`src/tmc_defines.svh`:
```
/*
  Offsets, field positions, reset values and timing counts for the
  16-bit timer control, compare and capture block.
  Assumes inclusion from the package, the design modules and the bench.
*/
`ifndef TMC_DEFINES_SVH
`define TMC_DEFINES_SVH

// =====================================================================
// register offsets (8-bit register port, byte addresses)
`define TMC_OFS_CTRL_B 8'h2E
`define TMC_OFS_CTRL_A 8'h2F
`define TMC_OFS_CNT_LO 8'h2C
`define TMC_OFS_CNT_HI 8'h2D
`define TMC_OFS_CMPA_LO 8'h2A
`define TMC_OFS_CMPA_HI 8'h2B
`define TMC_OFS_CMPB_LO 8'h28
`define TMC_OFS_CMPB_HI 8'h29
`define TMC_OFS_CAP_LO 8'h26
`define TMC_OFS_CAP_HI 8'h27
`define TMC_OFS_FLAGS 8'h30

// =====================================================================
// control register a fields
`define TMC_A_MODE_A_HI 7
`define TMC_A_MODE_A_LO 6
`define TMC_A_MODE_B_HI 5
`define TMC_A_MODE_B_LO 4
`define TMC_A_FORCE_A 3
`define TMC_A_FORCE_B 2
`define TMC_A_PWM_HI 1
`define TMC_A_PWM_LO 0
// control register b fields
`define TMC_B_NOISE 7
`define TMC_B_EDGE 6
`define TMC_B_CLEAR 3
`define TMC_B_CS_HI 2
`define TMC_B_CS_LO 0
`define TMC_B_RW_MASK 8'hCF

// =====================================================================
// reset values and counts
`define TMC_CTRL_A_RST 8'h00
`define TMC_CTRL_B_RST 8'h00
`define TMC_NOISE_SAMPLES 4
`define TMC_DIV_8 8
`define TMC_DIV_64 64
`define TMC_DIV_256 256
`define TMC_DIV_1024 1024
`define TMC_TOP_8 16'h00FF
`define TMC_TOP_9 16'h01FF
`define TMC_TOP_10 16'h03FF

`endif

```
`src/tmc_pkg.sv`:
```
/*
  Types for the timer control, compare and capture block.
  Assumes the defines header sits beside it.
*/
`include "tmc_defines.svh"

package tmc_pkg;
  // =====================================================================
  // clock select codes
  typedef enum logic [2:0] {
    TMC_CS_STOP = 3'h0,
    TMC_CS_DIV1 = 3'h1,
    TMC_CS_DIV8 = 3'h2,
    TMC_CS_DIV64 = 3'h3,
    TMC_CS_DIV256 = 3'h4,
    TMC_CS_DIV1024 = 3'h5,
    TMC_CS_EXT_FALL = 3'h6,
    TMC_CS_EXT_RISE = 3'h7
  } tmc_clk_sel_t;

  // compare output pin actions
  typedef enum logic [1:0] {
    TMC_OUT_OFF = 2'h0,
    TMC_OUT_TOGGLE = 2'h1,
    TMC_OUT_CLEAR = 2'h2,
    TMC_OUT_SET = 2'h3
  } tmc_out_mode_t;

  // control register a as a packed record
  typedef struct packed {
    tmc_out_mode_t mode_a;
    tmc_out_mode_t mode_b;
    logic force_a;
    logic force_b;
    logic [1:0] pwm_sel;
  } tmc_ctrl_a_t;

  // control register b as a packed record
  typedef struct packed {
    logic noise_cancel;
    logic edge_rise;
    logic [1:0] reserved;
    logic clear_on_cmp;
    tmc_clk_sel_t clk_sel;
  } tmc_ctrl_b_t;

  // pin drive group for one compare output
  typedef struct packed {
    logic out;
    logic oe;
  } tmc_pin_t;

  // capture filter state
  typedef enum logic [1:0] {
    TMC_CAP_IDLE = 2'b01,
    TMC_CAP_ARMED = 2'b10
  } tmc_cap_state_t;
endpackage

```
`src/tmc_prescaler.sv`:
```
/*
  Prescaler: turns the clock select code into a one-cycle timer tick.
  Assumes the count pin is already synchronised to ref_clk.
*/
`timescale 1ns/1ps
`include "tmc_defines.svh"

module tmc_prescaler
  import tmc_pkg::*;
#(
  parameter int DIV_MAX = `TMC_DIV_1024
) (
  input wire logic ref_clk,
  input wire logic sys_rst,
  input wire tmc_clk_sel_t clk_sel,
  input wire logic count_sync,
  output logic tick
);
  // elaboration stop: the slowest divide must fit in the counter
  if (DIV_MAX < `TMC_DIV_1024) begin : g_bad_div
    $error("prescaler counter too narrow");
  end

  // =====================================================================
  // free running divider on the main clock
  logic [$clog2(DIV_MAX)-1:0] div_cnt;
  logic count_prev;

  // divider runs from the main oscillator clock only
  always_ff @(posedge ref_clk) begin
    if (sys_rst) begin
      div_cnt <= '0;
    end else begin
      div_cnt <= div_cnt + 1'b1;
    end
  end

  // previous count pin level for edge detection
  always_ff @(posedge ref_clk) begin
    if (sys_rst) begin
      count_prev <= 1'b0;
    end else begin
      count_prev <= count_sync;
    end
  end

  function automatic logic div_hit(input logic [$clog2(DIV_MAX)-1:0] c, input int n);
    div_hit = (c % n) == (n - 1);
  endfunction

  // select decode
  always_comb begin
    case (clk_sel)
      TMC_CS_STOP: tick = 1'b0;
      TMC_CS_DIV1: tick = 1'b1;
      TMC_CS_DIV8: tick = div_hit(div_cnt, `TMC_DIV_8);
      TMC_CS_DIV64: tick = div_hit(div_cnt, `TMC_DIV_64);
      TMC_CS_DIV256: tick = div_hit(div_cnt, `TMC_DIV_256);
      TMC_CS_DIV1024: tick = div_hit(div_cnt, `TMC_DIV_1024);
      // pin edges count whatever its direction
      TMC_CS_EXT_FALL: tick = count_prev & ~count_sync;
      TMC_CS_EXT_RISE: tick = ~count_prev & count_sync;
      default: tick = 1'b0;
    endcase
  end
endmodule

```
`src/tmc_timer.sv`:
```
/*
  Timer/counter core: control registers, 16-bit counter, two compare
  channels with pin actions, input capture with optional noise filter.
  Assumes a single-cycle register port master on ref_clk and pins that
  come straight from the pads.
*/
`timescale 1ns/1ps
`include "tmc_defines.svh"

// Notes on behaviour
// - match applies two-bit pin mode per channel
// - mode acts on own pin, drive when output
// - pwm mode reinterprets compare output bits
// - force acts like match, no flag, no clear
// - force with mode write uses old mode
// - force bits read back as zero
// - force ignored in any pwm mode
// - pwm select picks off, 8, 9, 10 bits
// - no filter: capture on first sampled edge
// - filter: four equal samples before capture
// - edge select zero falling, one rising
// - control b bits 5,4 read zero
// - clear on compare a next timer cycle
// - no clear: matches leave counter alone
// - pwm: up-down or wrap at top
// - clock select eight source codes
// - count pin counts even as output
// - prescaler driven by main clock
// - each value held eight cycles at div8
// - compare flag set cycle after match
// - counter write blocks next timer match
// - count pin sampled on main clock rise
module tmc_timer
  import tmc_pkg::*;
#(
  parameter int CNT_W = 16
) (
  input wire logic ref_clk,
  input wire logic sys_rst,
  input wire logic [7:0] reg_addr,
  input wire logic [7:0] reg_wdata,
  input wire logic reg_write,
  input wire logic reg_read,
  output logic [7:0] reg_rdata,
  input wire logic dir_cmp_a,
  input wire logic dir_cmp_b,
  output tmc_pin_t cmp_a_pin,
  output tmc_pin_t cmp_b_pin,
  input wire logic capture_pin,
  input wire logic count_pin,
  output logic cmp_a_flag,
  output logic cmp_b_flag,
  output logic capture_flag
);
  // elaboration stop: the byte-wide register port serves 16 bits only
  if (CNT_W != 16) begin : g_bad_width
    $error("counter must be 16 bits wide");
  end

  // =====================================================================
  // registers
  tmc_ctrl_a_t ctrl_a;
  tmc_ctrl_b_t ctrl_b;
  logic [CNT_W-1:0] counter_value;
  logic [CNT_W-1:0] cmp_a_value;
  logic [CNT_W-1:0] cmp_b_value;
  logic [CNT_W-1:0] capture_value;
  logic [7:0] hi_temp;
  logic count_down;
  logic cnt_written;
  logic out_a;
  logic out_b;

  wire wr_a = reg_write && reg_addr == `TMC_OFS_CTRL_A;
  wire wr_b = reg_write && reg_addr == `TMC_OFS_CTRL_B;
  wire wr_cnt = reg_write && reg_addr == `TMC_OFS_CNT_LO;
  wire pwm_on = ctrl_a.pwm_sel != 2'h0;

  // control a; force bits never stored so they read zero
  always_ff @(posedge ref_clk) begin
    if (sys_rst) begin
      ctrl_a <= tmc_ctrl_a_t'(`TMC_CTRL_A_RST);
    end else if (wr_a) begin
      ctrl_a <= tmc_ctrl_a_t'(reg_wdata & 8'hF3);
    end
  end

  // control b; reserved bits forced low
  always_ff @(posedge ref_clk) begin
    if (sys_rst) begin
      ctrl_b <= tmc_ctrl_b_t'(`TMC_CTRL_B_RST);
    end else if (wr_b) begin
      ctrl_b <= tmc_ctrl_b_t'(reg_wdata & `TMC_B_RW_MASK);
    end
  end

  // compare registers and high-byte staging, high byte first
  always_ff @(posedge ref_clk) begin
    if (sys_rst) begin
      hi_temp <= 8'h00;
      cmp_a_value <= '0;
      cmp_b_value <= '0;
    end else if (reg_write) begin
      case (reg_addr)
        `TMC_OFS_CNT_HI, `TMC_OFS_CMPA_HI, `TMC_OFS_CMPB_HI: hi_temp <= reg_wdata;
        `TMC_OFS_CMPA_LO: cmp_a_value <= {hi_temp, reg_wdata};
        `TMC_OFS_CMPB_LO: cmp_b_value <= {hi_temp, reg_wdata};
        default: ;
      endcase
    end
  end

  // =====================================================================
  // count pin synchroniser and prescaler
  logic cnt_s1;
  logic cnt_s2;
  logic tick;

  always_ff @(posedge ref_clk) begin
    if (sys_rst) begin
      cnt_s1 <= 1'b0;
      cnt_s2 <= 1'b0;
    end else begin
      cnt_s1 <= count_pin;
      cnt_s2 <= cnt_s1;
    end
  end

  tmc_prescaler u_presc (
    .ref_clk(ref_clk),
    .sys_rst(sys_rst),
    .clk_sel(ctrl_b.clk_sel),
    .count_sync(cnt_s2),
    .tick(tick)
  );

  // =====================================================================
  // counter
  logic [CNT_W-1:0] top;
  logic match_a;
  logic match_b;

  // resolution decode
  always_comb begin
    case (ctrl_a.pwm_sel)
      2'h1: top = `TMC_TOP_8;
      2'h2: top = `TMC_TOP_9;
      2'h3: top = `TMC_TOP_10;
      default: top = '1;
    endcase
  end

  // equality compare, blocked after a counter write
  assign match_a = counter_value == cmp_a_value && !cnt_written;
  assign match_b = counter_value == cmp_b_value && !cnt_written;

  // write-block window lasts until the next timer tick
  always_ff @(posedge ref_clk) begin
    if (sys_rst) begin
      cnt_written <= 1'b0;
    end else if (wr_cnt) begin
      cnt_written <= 1'b1;
    end else if (tick) begin
      cnt_written <= 1'b0;
    end
  end

  // counter moves only on timer ticks, so values hold for the divide
  always_ff @(posedge ref_clk) begin
    if (sys_rst) begin
      counter_value <= '0;
      count_down <= 1'b0;
    end else if (wr_cnt) begin
      counter_value <= {hi_temp, reg_wdata};
    end else if (tick) begin
      if (!pwm_on) begin
        // clear follows a compare a match
        if (ctrl_b.clear_on_cmp && match_a) begin
          counter_value <= '0;
        end else begin
          counter_value <= counter_value + 1'b1;
        end
      end else if (ctrl_b.clear_on_cmp) begin
        // wrap at top
        counter_value <= (counter_value >= top) ? '0 : counter_value + 1'b1;
      end else begin
        // up-down between zero and top
        if (!count_down && counter_value >= top) begin
          count_down <= 1'b1;
          counter_value <= counter_value - 1'b1;
        end else if (count_down && counter_value == '0) begin
          count_down <= 1'b0;
          counter_value <= counter_value + 1'b1;
        end else begin
          counter_value <= count_down ? counter_value - 1'b1 : counter_value + 1'b1;
        end
      end
    end
  end

  // =====================================================================
  // compare outputs
  function automatic logic pin_next(input tmc_out_mode_t m, input logic cur);
    case (m)
      TMC_OUT_TOGGLE: pin_next = ~cur;
      TMC_OUT_CLEAR: pin_next = 1'b0;
      TMC_OUT_SET: pin_next = 1'b1;
      default: pin_next = cur;
    endcase
  endfunction

  // pwm: clear on up-count match, set on down-count match for mode 2,
  // inverted for mode 3; modes 0 and 1 leave the pin alone
  function automatic logic pwm_next(input tmc_out_mode_t m, input logic cur, input logic dn);
    case (m)
      TMC_OUT_CLEAR: pwm_next = dn;
      TMC_OUT_SET: pwm_next = ~dn;
      default: pwm_next = cur;
    endcase
  endfunction

  // force uses the stored mode, since ctrl_a updates only after this edge
  wire force_a = wr_a && reg_wdata[`TMC_A_FORCE_A] && !pwm_on;
  wire force_b = wr_a && reg_wdata[`TMC_A_FORCE_B] && !pwm_on;
  wire ev_a = tick && match_a;
  wire ev_b = tick && match_b;

  // channel a pin state from its own mode bits
  always_ff @(posedge ref_clk) begin
    if (sys_rst) begin
      out_a <= 1'b0;
    end else if (pwm_on && ev_a) begin
      out_a <= pwm_next(ctrl_a.mode_a, out_a, count_down);
    end else if (ev_a || force_a) begin
      out_a <= pin_next(ctrl_a.mode_a, out_a);
    end
  end

  // channel b pin state from its own mode bits
  always_ff @(posedge ref_clk) begin
    if (sys_rst) begin
      out_b <= 1'b0;
    end else if (pwm_on && ev_b) begin
      out_b <= pwm_next(ctrl_a.mode_b, out_b, count_down);
    end else if (ev_b || force_b) begin
      out_b <= pin_next(ctrl_a.mode_b, out_b);
    end
  end

  // pins driven only when connected and direction says output
  assign cmp_a_pin.out = out_a;
  assign cmp_a_pin.oe = dir_cmp_a && ctrl_a.mode_a != TMC_OUT_OFF;
  assign cmp_b_pin.out = out_b;
  assign cmp_b_pin.oe = dir_cmp_b && ctrl_a.mode_b != TMC_OUT_OFF;

  // =====================================================================
  // input capture
  logic cap_s1;
  logic cap_s2;
  logic [`TMC_NOISE_SAMPLES-1:0] cap_hist;
  logic cap_fire;
  tmc_cap_state_t cap_state;

  always_ff @(posedge ref_clk) begin
    if (sys_rst) begin
      cap_s1 <= 1'b0;
      cap_s2 <= 1'b0;
      cap_hist <= '0;
    end else begin
      cap_s1 <= capture_pin;
      cap_s2 <= cap_s1;
      cap_hist <= {cap_hist[`TMC_NOISE_SAMPLES-2:0], cap_s2};
    end
  end

  // filtered level must be four equal samples of the active level
  wire all_act = ctrl_b.edge_rise ? &cap_hist : ~|cap_hist;
  wire raw_act = ctrl_b.edge_rise ? cap_s2 : ~cap_s2;
  wire act_lvl = ctrl_b.noise_cancel ? all_act : raw_act;

  // edge detect: arm on inactive level, fire on first active sample
  always_ff @(posedge ref_clk) begin
    if (sys_rst) begin
      cap_state <= TMC_CAP_IDLE;
    end else begin
      case (cap_state)
        TMC_CAP_IDLE: if (!act_lvl) cap_state <= TMC_CAP_ARMED;
        TMC_CAP_ARMED: if (act_lvl) cap_state <= TMC_CAP_IDLE;
        default: cap_state <= TMC_CAP_IDLE;
      endcase
    end
  end
  assign cap_fire = cap_state == TMC_CAP_ARMED && act_lvl;

  always_ff @(posedge ref_clk) begin
    if (sys_rst) begin
      capture_value <= '0;
    end else if (cap_fire) begin
      capture_value <= counter_value;
    end
  end

  // =====================================================================
  // event flags, set wins over clear; write one to clear
  wire clr_flags = reg_write && reg_addr == `TMC_OFS_FLAGS;
  always_ff @(posedge ref_clk) begin
    if (sys_rst) begin
      cmp_a_flag <= 1'b0;
      cmp_b_flag <= 1'b0;
      capture_flag <= 1'b0;
    end else begin
      // flag rises one cycle after the match; force never sets it
      cmp_a_flag <= ev_a | (cmp_a_flag & ~(clr_flags & reg_wdata[0]));
      cmp_b_flag <= ev_b | (cmp_b_flag & ~(clr_flags & reg_wdata[1]));
      capture_flag <= cap_fire | (capture_flag & ~(clr_flags & reg_wdata[2]));
    end
  end

  // =====================================================================
  // read port, data one cycle after the strobe
  always_ff @(posedge ref_clk) begin
    if (sys_rst) begin
      reg_rdata <= 8'h00;
    end else if (reg_read) begin
      case (reg_addr)
        `TMC_OFS_CTRL_A: reg_rdata <= ctrl_a;
        `TMC_OFS_CTRL_B: reg_rdata <= ctrl_b;
        `TMC_OFS_CNT_LO: reg_rdata <= counter_value[7:0];
        `TMC_OFS_CNT_HI: reg_rdata <= counter_value[15:8];
        `TMC_OFS_CMPA_LO: reg_rdata <= cmp_a_value[7:0];
        `TMC_OFS_CMPA_HI: reg_rdata <= cmp_a_value[15:8];
        `TMC_OFS_CMPB_LO: reg_rdata <= cmp_b_value[7:0];
        `TMC_OFS_CMPB_HI: reg_rdata <= cmp_b_value[15:8];
        `TMC_OFS_CAP_LO: reg_rdata <= capture_value[7:0];
        `TMC_OFS_CAP_HI: reg_rdata <= capture_value[15:8];
        `TMC_OFS_FLAGS: reg_rdata <= {5'h00, capture_flag, cmp_b_flag, cmp_a_flag};
        default: reg_rdata <= 8'h00;
      endcase
    end else begin
      reg_rdata <= 8'h00;
    end
  end

  // =====================================================================
  // checks
  property p_flag_a;
    @(posedge ref_clk) disable iff (sys_rst) ev_a |=> cmp_a_flag;
  endproperty
  a_flag_a: assert property (p_flag_a) else $error("flag a missed match");

  property p_force_noflag;
    @(posedge ref_clk) disable iff (sys_rst)
      force_a && !ev_a && !cmp_a_flag |=> !cmp_a_flag;
  endproperty
  a_force_noflag: assert property (p_force_noflag) else $error("force set flag");

  property p_force_zero;
    @(posedge ref_clk) disable iff (sys_rst) !ctrl_a.force_a && !ctrl_a.force_b;
  endproperty
  a_force_zero: assert property (p_force_zero) else $error("force bit stored");

  property p_res_zero;
    @(posedge ref_clk) disable iff (sys_rst) ctrl_b.reserved == 2'h0;
  endproperty
  a_res_zero: assert property (p_res_zero) else $error("reserved bits set");

  property p_ctc_clear;
    @(posedge ref_clk) disable iff (sys_rst)
      ev_a && !pwm_on && ctrl_b.clear_on_cmp && !wr_cnt |=> counter_value == '0;
  endproperty
  a_ctc_clear: assert property (p_ctc_clear) else $error("no clear on compare");

  property p_pwm_force;
    @(posedge ref_clk) disable iff (sys_rst)
      pwm_on && !ev_a |=> out_a == $past(out_a);
  endproperty
  a_pwm_force: assert property (p_pwm_force) else $error("force acted in pwm");

  property p_stop;
    @(posedge ref_clk) disable iff (sys_rst)
      ctrl_b.clk_sel == TMC_CS_STOP && !wr_cnt |=> $stable(counter_value);
  endproperty
  a_stop: assert property (p_stop) else $error("counter ran while stopped");

  property p_capture;
    @(posedge ref_clk) disable iff (sys_rst)
      cap_fire |=> capture_value == $past(counter_value) && capture_flag;
  endproperty
  a_capture: assert property (p_capture) else $error("capture value wrong");

  property p_oe_a;
    @(posedge ref_clk) disable iff (sys_rst) cmp_a_pin.oe |-> dir_cmp_a;
  endproperty
  a_oe_a: assert property (p_oe_a) else $error("pin a driven as input");
endmodule

```
`config.mk`:
```
export PLATFORM = sky130hd
export DESIGN_NAME = tmc_timer
export DESIGN_NICKNAME = d
export VERILOG_FILES = /design/src/tmc_pkg.sv /design/src/tmc_prescaler.sv /design/src/tmc_timer.sv
export VERILOG_INCLUDE_DIRS = /design/src
export SDC_FILE = /design/constraint.sdc
export NUM_CORES = 1
export LEC_CHECK = 0
export BUFFER_PORTS_ARGS = -buffer_cell sky130_fd_sc_hd__buf_2
export CAP_MARGIN = 20
export CORE_MARGIN = 4
export CORE_UTILIZATION = 43
export CTS_BUF_LIST = sky130_fd_sc_hd__clkbuf_4 sky130_fd_sc_hd__clkbuf_8 sky130_fd_sc_hd__clkbuf_16
export DETAILED_ROUTE_END_ITERATION = 8
export PLACE_DENSITY = 0.63
export REMOVE_ABC_BUFFERS = 1
export SYNTH_ARGS = -nofsm -noshare
export SYNTH_HDL_FRONTEND = slang
export SYNTH_SLANG_ARGS = --single-unit
```
`constraint.sdc`:
```
create_clock -name ref_clk -period 4.2 [get_ports ref_clk]
set_clock_uncertainty 0.15 [all_clocks]
set_input_delay 0.84 -clock ref_clk [delete_from_list [all_inputs] [get_ports ref_clk]]
set_output_delay 0.84 -clock ref_clk [all_outputs]
set_load 0.02 [all_outputs]
```
==> qor.csv, run 1 <==
metric,value,unit
vias in the first global route,5736,
Initial Util,43.9,%
TritonCTS Sinks,120,
Die X,133,um
Worst EP arrival,3610,ps
#FFs+latches synth,120,
share of flip-flops with an asynchronous set or reset,0,%
all-layer global routing usage,23.6,%
final non-filler cell total,1061,
post-CTS setup buffers,0,
global placement routability congestion,0.910,
Mapped Cells,814,
CTS tree,done,
HP Class,register to register,
fin crit share,82.7,%
Least-Margin Pin Slew,1010,ps
grt total ovfl,0,
die height,133,um
Mean Syn Cell Area,8.23,um^2
post-CTS sizing,0,
core area,15300,um^2
final hold slack,291,ps
final setup violation count,0,
Yosys cell types,69,
number of diodes,0,
ys flop type,dfxtp_1,
worst-path maximum fanout,10,
FP Rows,45,
RSZ-0062 raised after global routing,false,
clock-pin slew on the worst setup and hold paths,60,ps
"antenna viol nets, final",0,
CP endpoint kind,register,
global-route wire length before repair,32.4,mm
final hold viol count,0,
H-tree Lvls,4,
routed len/inst,19.6,um
total CTS buffers,17,
# IOs,39,
max-slew violations,0,
Root Buffer,clkbuf_16,
pre-CTS setup slack,734,ps
Ys Warns,0,
final setup margin,725,ps
Post-synth EDFFs,0,
initial antenna violation count,0,
status,finished clean,
PnR Total Power,0.00295,W
critical path class,register to register,
hold_buf cts,0,
Syn-to-layout area delta,15.8,%
Setup TNS,0,ps
placed cell count,1029,
post-layout min period,3480,ps
Rel. slew slack,32.8,%
sequential fraction of the synthesis area,35.9,%
Clock Path Buffers,2,
Post-Route WL,20.8,mm
# DRC,0,
largest net degree at the start of global routing,55,
hpwl dp,14.3,mm
total of max-cap violations,0,
LEAKAGE,2.97,nW
1st-iter DRT viols,777,
DR pass1 iterations,9,
pwr dens,381,nW/um^2
Final nets,879,
vias post-DR,6134,
layout cells sized above 1,14.7,%
fmax,288,MHz
vias per cell,5.78,
Required @ worst endpoint,4330,ps
Buffers on Ports,38,
Worst setup SP type,register,
worst skew pair latency,420,ps
Mapped Area,6700,um^2
worst vdd ir,0.330,mV
die area,17600,um^2
layout by cell type (no fill, tap or decap), drive strengths merged, types with 4 or more instances in the layout:
master  instances
nand3          34
a21oi          80
nor4           11
bufinv          5
nand4           8
xnor2          23
xor2           29
nor2b          15
nor3           16
and2            4
a221oi          5
clkinv          5
nor2           77
and3           15
mux2i          31
a211oi         11
dfxtp         120
clkbuf         20
nand2         119
and4            5
inv            11
buf            62
a31oi           9
ha             18
or4             4
or3             5
a22oi          12
mux4            9
o21ai          24
mux2            8
nand2b          4
area by class of cell:
class	instances	area (um^2)
clock buffer	20	460
clock inverter	12	198
fill	1464	7500
inverter	11	41.3
multi-input combinational	625	4020
sequential	120	2400
tap	211	264
timing repair buffer	62	373
synth_stat cells, drive strengths merged, types with 15 or more instances:
cell type / number / area share, %
dfxtp: 120 / 36
xor2: 29 / 3.8
nor2: 77 / 4.3
clkbuf: 48 / 2.7
xnor2: 23 / 3.0
a21oi: 80 / 6.0
nor3: 16 / 1.2
o21ai: 24 / 2.0
nand2: 119 / 6.7
ha: 18 / 3.4
mux2i: 31 / 4.6
nand3: 34 / 2.5
nor2b: 15 / 1.4
and3: 15 / 1.5
power breakdown:
part | switching, W | internal, W
combinational | 0.000110 | 0.0000574
clock | 0.000541 | 0.00109
sequential | 0.00000802 | 0.00115
worst max-delay path, cell delays in order, from the launching register on:
cell and delay, ps:
dfxtp_1 370, inv_1 60, ha_1 200, inv_1 250, ha_1 300, and4_1 240, and4_4 160, a2111o_1 460
o21ai_4 320, mux2_2 390, a221o_1 290, nand3_1 80, a211oi_1 70
path summary, 6_finish.rpt:
check	start	to	slack (ps)	cells past startpoint
hold / removal	cap_s1$_SDFF_PP0_	cap_s2$_SDFF_PP0_	290	1
hold reg to reg	cap_s1$_SDFF_PP0_	cap_s2$_SDFF_PP0_	290	1
setup reg to reg	ctrl_a[0]$_SDFFE_PP0P_	counter_value[5]$_SDFFE_PP0P_	720	12
setup / recovery	ctrl_a[0]$_SDFFE_PP0P_	counter_value[5]$_SDFFE_PP0P_	720	12
layer usage:
metal | up-vias | global-route usage (%) | part of all wire, %
met1 | 2861 | 33.1 | 45
li1 | 2956 | - | -
met2 | 276 | 34.1 | 43
met4 | 0 | 8.49 | 2.5
met5 | - | 0 | 0
met3 | 41 | 7.41 | 9.4
cells by family after synthesis:
kind of cell,count (synthesis),synth area share (%)
multiplexers,48,9.00
AND/OR/NAND/NOR,331,23.7
flip-flops,120,35.9
adder cells (fa/ha/maj),18,3.36
buffers and inverters,69,4.17
XOR/XNOR,52,6.80
AO/OA/AOI/OAI,176,17.1
metrics by stage:
| step | area (um^2) | utilization [%] |
|---|---|---|
| 5_1_grt | 7750 | 50.8 |
| 3_3_place_gp | 7100 | 46.5 |
| 3_5_place_dp | 7100 | 46.5 |
| 4_1_cts | 7750 | 50.8 |
| 6_report | 7750 | 50.8 |
| 2_1_floorplan | 6460 | - |
state kept, by name, indices dropped and copies added (netlist names), 2 cells and up:
name             cells
hi_temp              8
ctrl_a               6
u_presc.div_cnt     10
cmp_b_value         16
capture_value       16
ctrl_b               6
cap_hist             4
counter_value       16
cap_state            2
reg_rdata            8
cmp_a_value         16
(Power assumes the default switching activity.)
==> run 2, diff against run 1 <==
Settings changed: ABC_AREA from default to 1.
Clock period 4.2 ns to 3.56 ns, I/O delays scaled along.
==> qor.csv, run 2 <==
metric,value,unit
Yosys cell types,47,
Ys Warns,0,
max-slew violations,0,
Setup TNS,0,ps
post-CTS sizing,0,
pwr dens,410,nW/um^2
pre-CTS setup slack,578,ps
CP endpoint kind,register,
Least-Margin Pin Slew,800,ps
most frequent cells in the layout,"nand2_1, inv_1, dfxtp_1",
total CTS buffers,17,
number of diodes,0,
largest net degree at the start of global routing,48,
Worst R2R Path Depth,19,
final hold slack,251,ps
Buffers on Ports,38,
die height,137,um
Final nets,1114,
Die X,137,um
share of flip-flops with an asynchronous set or reset,0,%
post-layout min period,3020,ps
FP Rows,46,
Post-Route WL,23.7,mm
fin crit share,84.9,%
final setup margin,536,ps
#FFs+latches synth,120,
Worst Setup SP,ctrl_a[0]$_SDFFE_PP0P_,
Post-Place Cell Area,7460,um^2
DR pass1 iterations,5,
"commonest non-fill, non-tap cell in the layout",nand2_1,
# IOs,39,
clock-pin slew on the worst setup and hold paths,60,ps
register-to-register setup slack,540,ps
TritonCTS Sinks,120,
post-CTS setup buffers,0,
final hold viol count,0,
CTS tree,done,
hold_buf cts,0,
Mapped Cells,1047,
CP Capture Point,counter_value[12]$_SDFFE_PP0P_,
all-layer global routing usage,26.1,%
ys flop type,dfxtp_1,
HP Class,register to register,
Finished Core Util,50.0,%
vias per cell,5.48,
Initial Util,44.6,%
# DRC,0,
total of max-cap violations,0,
Worst setup SP type,register,
final instance area,8060,um^2
die area,18800,um^2
global-route wire length before repair,37.1,mm
worst vdd ir,0.345,mV
Synth area leaders,"dfxtp_1, nand2_1, inv_1",
FF-to-FF End,counter_value[12]$_SDFFE_PP0P_,
cell with the most instances after synthesis,nand2_1,
Post-synth EDFFs,0,
worst r2r src,ctrl_a[0]$_SDFFE_PP0P_,
Worst EP arrival,3150,ps
sequential fraction of the synthesis area,33.4,%
fmax,331,MHz
vias in the first global route,6610,
worst-path maximum fanout,15,
Mapped Area,7180,um^2
Mean Syn Cell Area,6.86,um^2
"antenna viol nets, final",0,
layout cells sized above 1,13.5,%
LEAKAGE,3.35,nW
initial antenna violation count,0,
critical path class,register to register,
grt total ovfl,0,
global placement routability congestion,0.938,
1st-iter DRT viols,800,
hpwl dp,17.7,mm
vias post-DR,7124,
commonest cells in the netlist,"nand2_1, inv_1, dfxtp_1",
H-tree Lvls,4,
Syn-to-layout area delta,12.2,%
routed len/inst,18.2,um
Root Buffer,clkbuf_16,
core area,16100,um^2
leading area contributor after synthesis,dfxtp_1,
status,finished clean,
RSZ-0062 raised after global routing,false,
share of the synthesized area in the top cell type,33.4,%
Hold Crit Start,cap_s1$_SDFF_PP0_,
Clock Path Buffers,2,
final setup violation count,0,
worst skew pair latency,420,ps
Rel. slew slack,46.5,%
Required @ worst endpoint,3690,ps
run 2: through the flow:
step | std cells | power [W]
final | 1301 | 0.00331
after global routing | 1301 | 0.00340
after CTS | 1301 | 0.00332
after detailed placement | 1269 | 0.00156
after global placement | 1269 | 0.00156
after floorplan | 1005 | 0.00148
run 2: worst min path at each step:
stage                        end  slack (ps)  cells past startpoint
2_1_floorplan  cap_s2$_SDFF_PP0_         240                      2
3_3_place_gp   cap_s2$_SDFF_PP0_         240                      2
3_5_place_dp   cap_s2$_SDFF_PP0_         240                      2
4_1_cts        cap_s2$_SDFF_PP0_         250                      2
5_1_grt        cnt_s2$_SDFF_PP0_         280                      2
6_report       cap_s2$_SDFF_PP0_         250                      2
run 2: logic make-up after synthesis:
group	after synthesis	share of synthesized area [%]
AO/OA/AOI/OAI	244	19.4
XOR/XNOR	32	3.90
adder cells (fa/ha/maj)	18	3.14
buffers and inverters	198	12.0
flip-flops	120	33.4
AND/OR/NAND/NOR	435	28.1
run 2: cell type report:
| class | instances | area, um^2 |
|---|---|---|
| repair buffers | 48 | 265 |
| flip-flops and latches | 120 | 2400 |
| well taps | 216 | 270 |
| inverters | 156 | 601 |
| fillers | 1680 | 8060 |
| clock buffers | 17 | 425 |
| multi-input cells | 729 | 3920 |
| clock inverters | 15 | 178 |
run 2: worst max-delay path, cell delays in order (launching register included):
cell and delay [ps]:
dfxtp_1 320, inv_1 80, ha_1 360, inv_2 220, ha_1 350, nand2_1 50
inv_1 60, nand2_1 60, nor2_1 100, nand2_1 60, nand3_2 100, nand2_1 110
nand2_2 240, inv_2 100, nand2_1 80, nand3_2 150, nand2_1 100, nand2_1 50
nand2_1 50, a21oi_1 50
run 2: per-layer routing:
layer  vias up  global-route usage [%]  routed length, um
met4         0                    10.1                809
met1      3197                    36.3              10400
met5         -                       0                  0
met3        57                    5.84               2400
li1       3488                       -                  -
met2       382                    39.5              10200
run 2: report_power, final:
group	switching, W	internal [W]	total [W]
combinational	0.000121	0.0000498	0.000171
sequential	0.0000122	0.00135	0.00137
clock	0.000668	0.00110	0.00177
==> run 3, diff against run 2 <==
Clock period 3.56 ns to 3 ns, I/O delays scaled along.
==> qor.csv, run 3 (same netlist as run 2, synthesis figures left out) <==
metric,value,unit
post-layout min period,2670,ps
FP Rows,46,
fin crit share,89.1,%
vias per cell,5.49,
vias in the first global route,6484,
Rel. slew slack,58.0,%
hpwl dp,18.0,mm
hold_buf cts,0,
most frequent cells in the layout,"nand2_1, inv_1, dfxtp_1",
status,finished clean,
layout cells sized above 1,15.0,%
total of max-cap violations,0,
LEAKAGE,3.45,nW
Buffers on Ports,38,
Clk network pwr share,55.1,%
Finished Core Util,51.2,%
die height,137,um
PnR Total Power,0.00406,W
RSZ-0062 raised after global routing,false,
final hold viol count,0,
final hold slack,223,ps
placed cell count,1287,
Initial Util,44.6,%
Worst setup SP type,register,
core area,16100,um^2
sw frac,23.8,%
all-layer global routing usage,26.1,%
Required @ worst endpoint,3200,ps
Internal,0.00310,W
# IOs,39,
Setup TNS,0,ps
Least-Margin Pin Slew,630,ps
"commonest non-fill, non-tap cell in the layout",nand2_1,
max-slew violations,0,
die area,18800,um^2
CP endpoint kind,register,
Root Buffer,clkbuf_16,
Syn-to-layout area delta,14.8,%
combinational fraction of design power,5.0,%
initial antenna violation count,0,
critical path class,register to register,
pwr dens,492,nW/um^2
"antenna viol nets, final",0,
final non-filler cell total,1319,
worst vdd ir,0.402,mV
net switching power,0.000965,W
register share of total power,39.9,%
HP Class,input pin to register,
H-tree Lvls,4,
clock-pin slew on the worst setup and hold paths,60,ps
largest net degree at the start of global routing,48,
worst-path maximum fanout,15,
vias post-DR,7235,
routed len/inst,18.2,um
fmax,374,MHz
CTS tree,done,
worst skew pair latency,420,ps
global-route wire length before repair,37.0,mm
Post-Route WL,23.9,mm
global placement routability congestion,0.962,
1st-iter DRT viols,644,
Final nets,1132,
Die X,137,um
total CTS buffers,17,
number of diodes,0,
Clock Path Buffers,2,
final setup violation count,0,
DR pass1 iterations,6,
grt total ovfl,0,
# DRC,0,
Worst EP arrival,2870,ps
TritonCTS Sinks,120,
run 3: worst max-delay path, stage by stage, from the launching register on:
cell	delay, ps
dfxtp_1	350
inv_1	70
ha_1	230
inv_4	160
ha_1	270
nand2_1	70
inv_1	50
a21oi_1	170
nand3_2	130
nand2_1	160
nand2_4	140
inv_2	120
nand2_1	60
nand3_2	160
nand2_1	70
nand2_1	60
nand2_1	50
a21oi_1	130
run 3: area by class of cell:
type / count / area, um^2
clock inverter: 13 / 190
clock buffer: 19 / 447
multi-input combinational: 729 / 3920
fill: 1659 / 7870
timing repair buffer: 66 / 413
tap: 216 / 270
inverter: 156 / 603
sequential: 120 / 2400
run 3: metrics by stage:
stage | cell area [um^2] | setup slack [ps]
after floorplan | 6920 | 505
after global placement | 7600 | 331
after detailed placement | 7600 | 239
after CTS | 8240 | 190
after global routing | 8250 | 52.7
final | 8250 | 328
run 3: layer usage:
layer	wire (um)	GRT usage, %
met3	2090	5.48
met5	0	0
met4	901	10.2
met1	10600	36.7
met2	10300	39.0
run 3: timing repair:
action | CTS | global route
gates resized for setup | 0 | 2
setup endpoints to repair | 0 | 5
buffers inserted | 0 | 0
run 3: power groups by stage:
stage	sequential, W	combinational, W	clock [W]
after global placement	0.00166	0.000200	0
after CTS	0.00162	0.000201	0.00225
after detailed placement	0.00166	0.000200	0
after global routing	0.00162	0.000223	0.00232
final	0.00162	0.000205	0.00224
after floorplan	0.00165	0.000109	0
run 3: worst paths after layout:
path / start / slack (ps) / to / depth (start not counted)
min reg2reg: cnt_s1$_SDFF_PP0_ / 250 / cnt_s2$_SDFF_PP0_ / 2
max: ctrl_a[0]$_SDFFE_PP0P_ / 330 / counter_value[6]$_SDFFE_PP0P_ / 17
min: capture_pin / 220 / cap_s1$_SDFF_PP0_ / 3
max reg2reg: ctrl_a[0]$_SDFFE_PP0P_ / 330 / counter_value[6]$_SDFFE_PP0P_ / 17
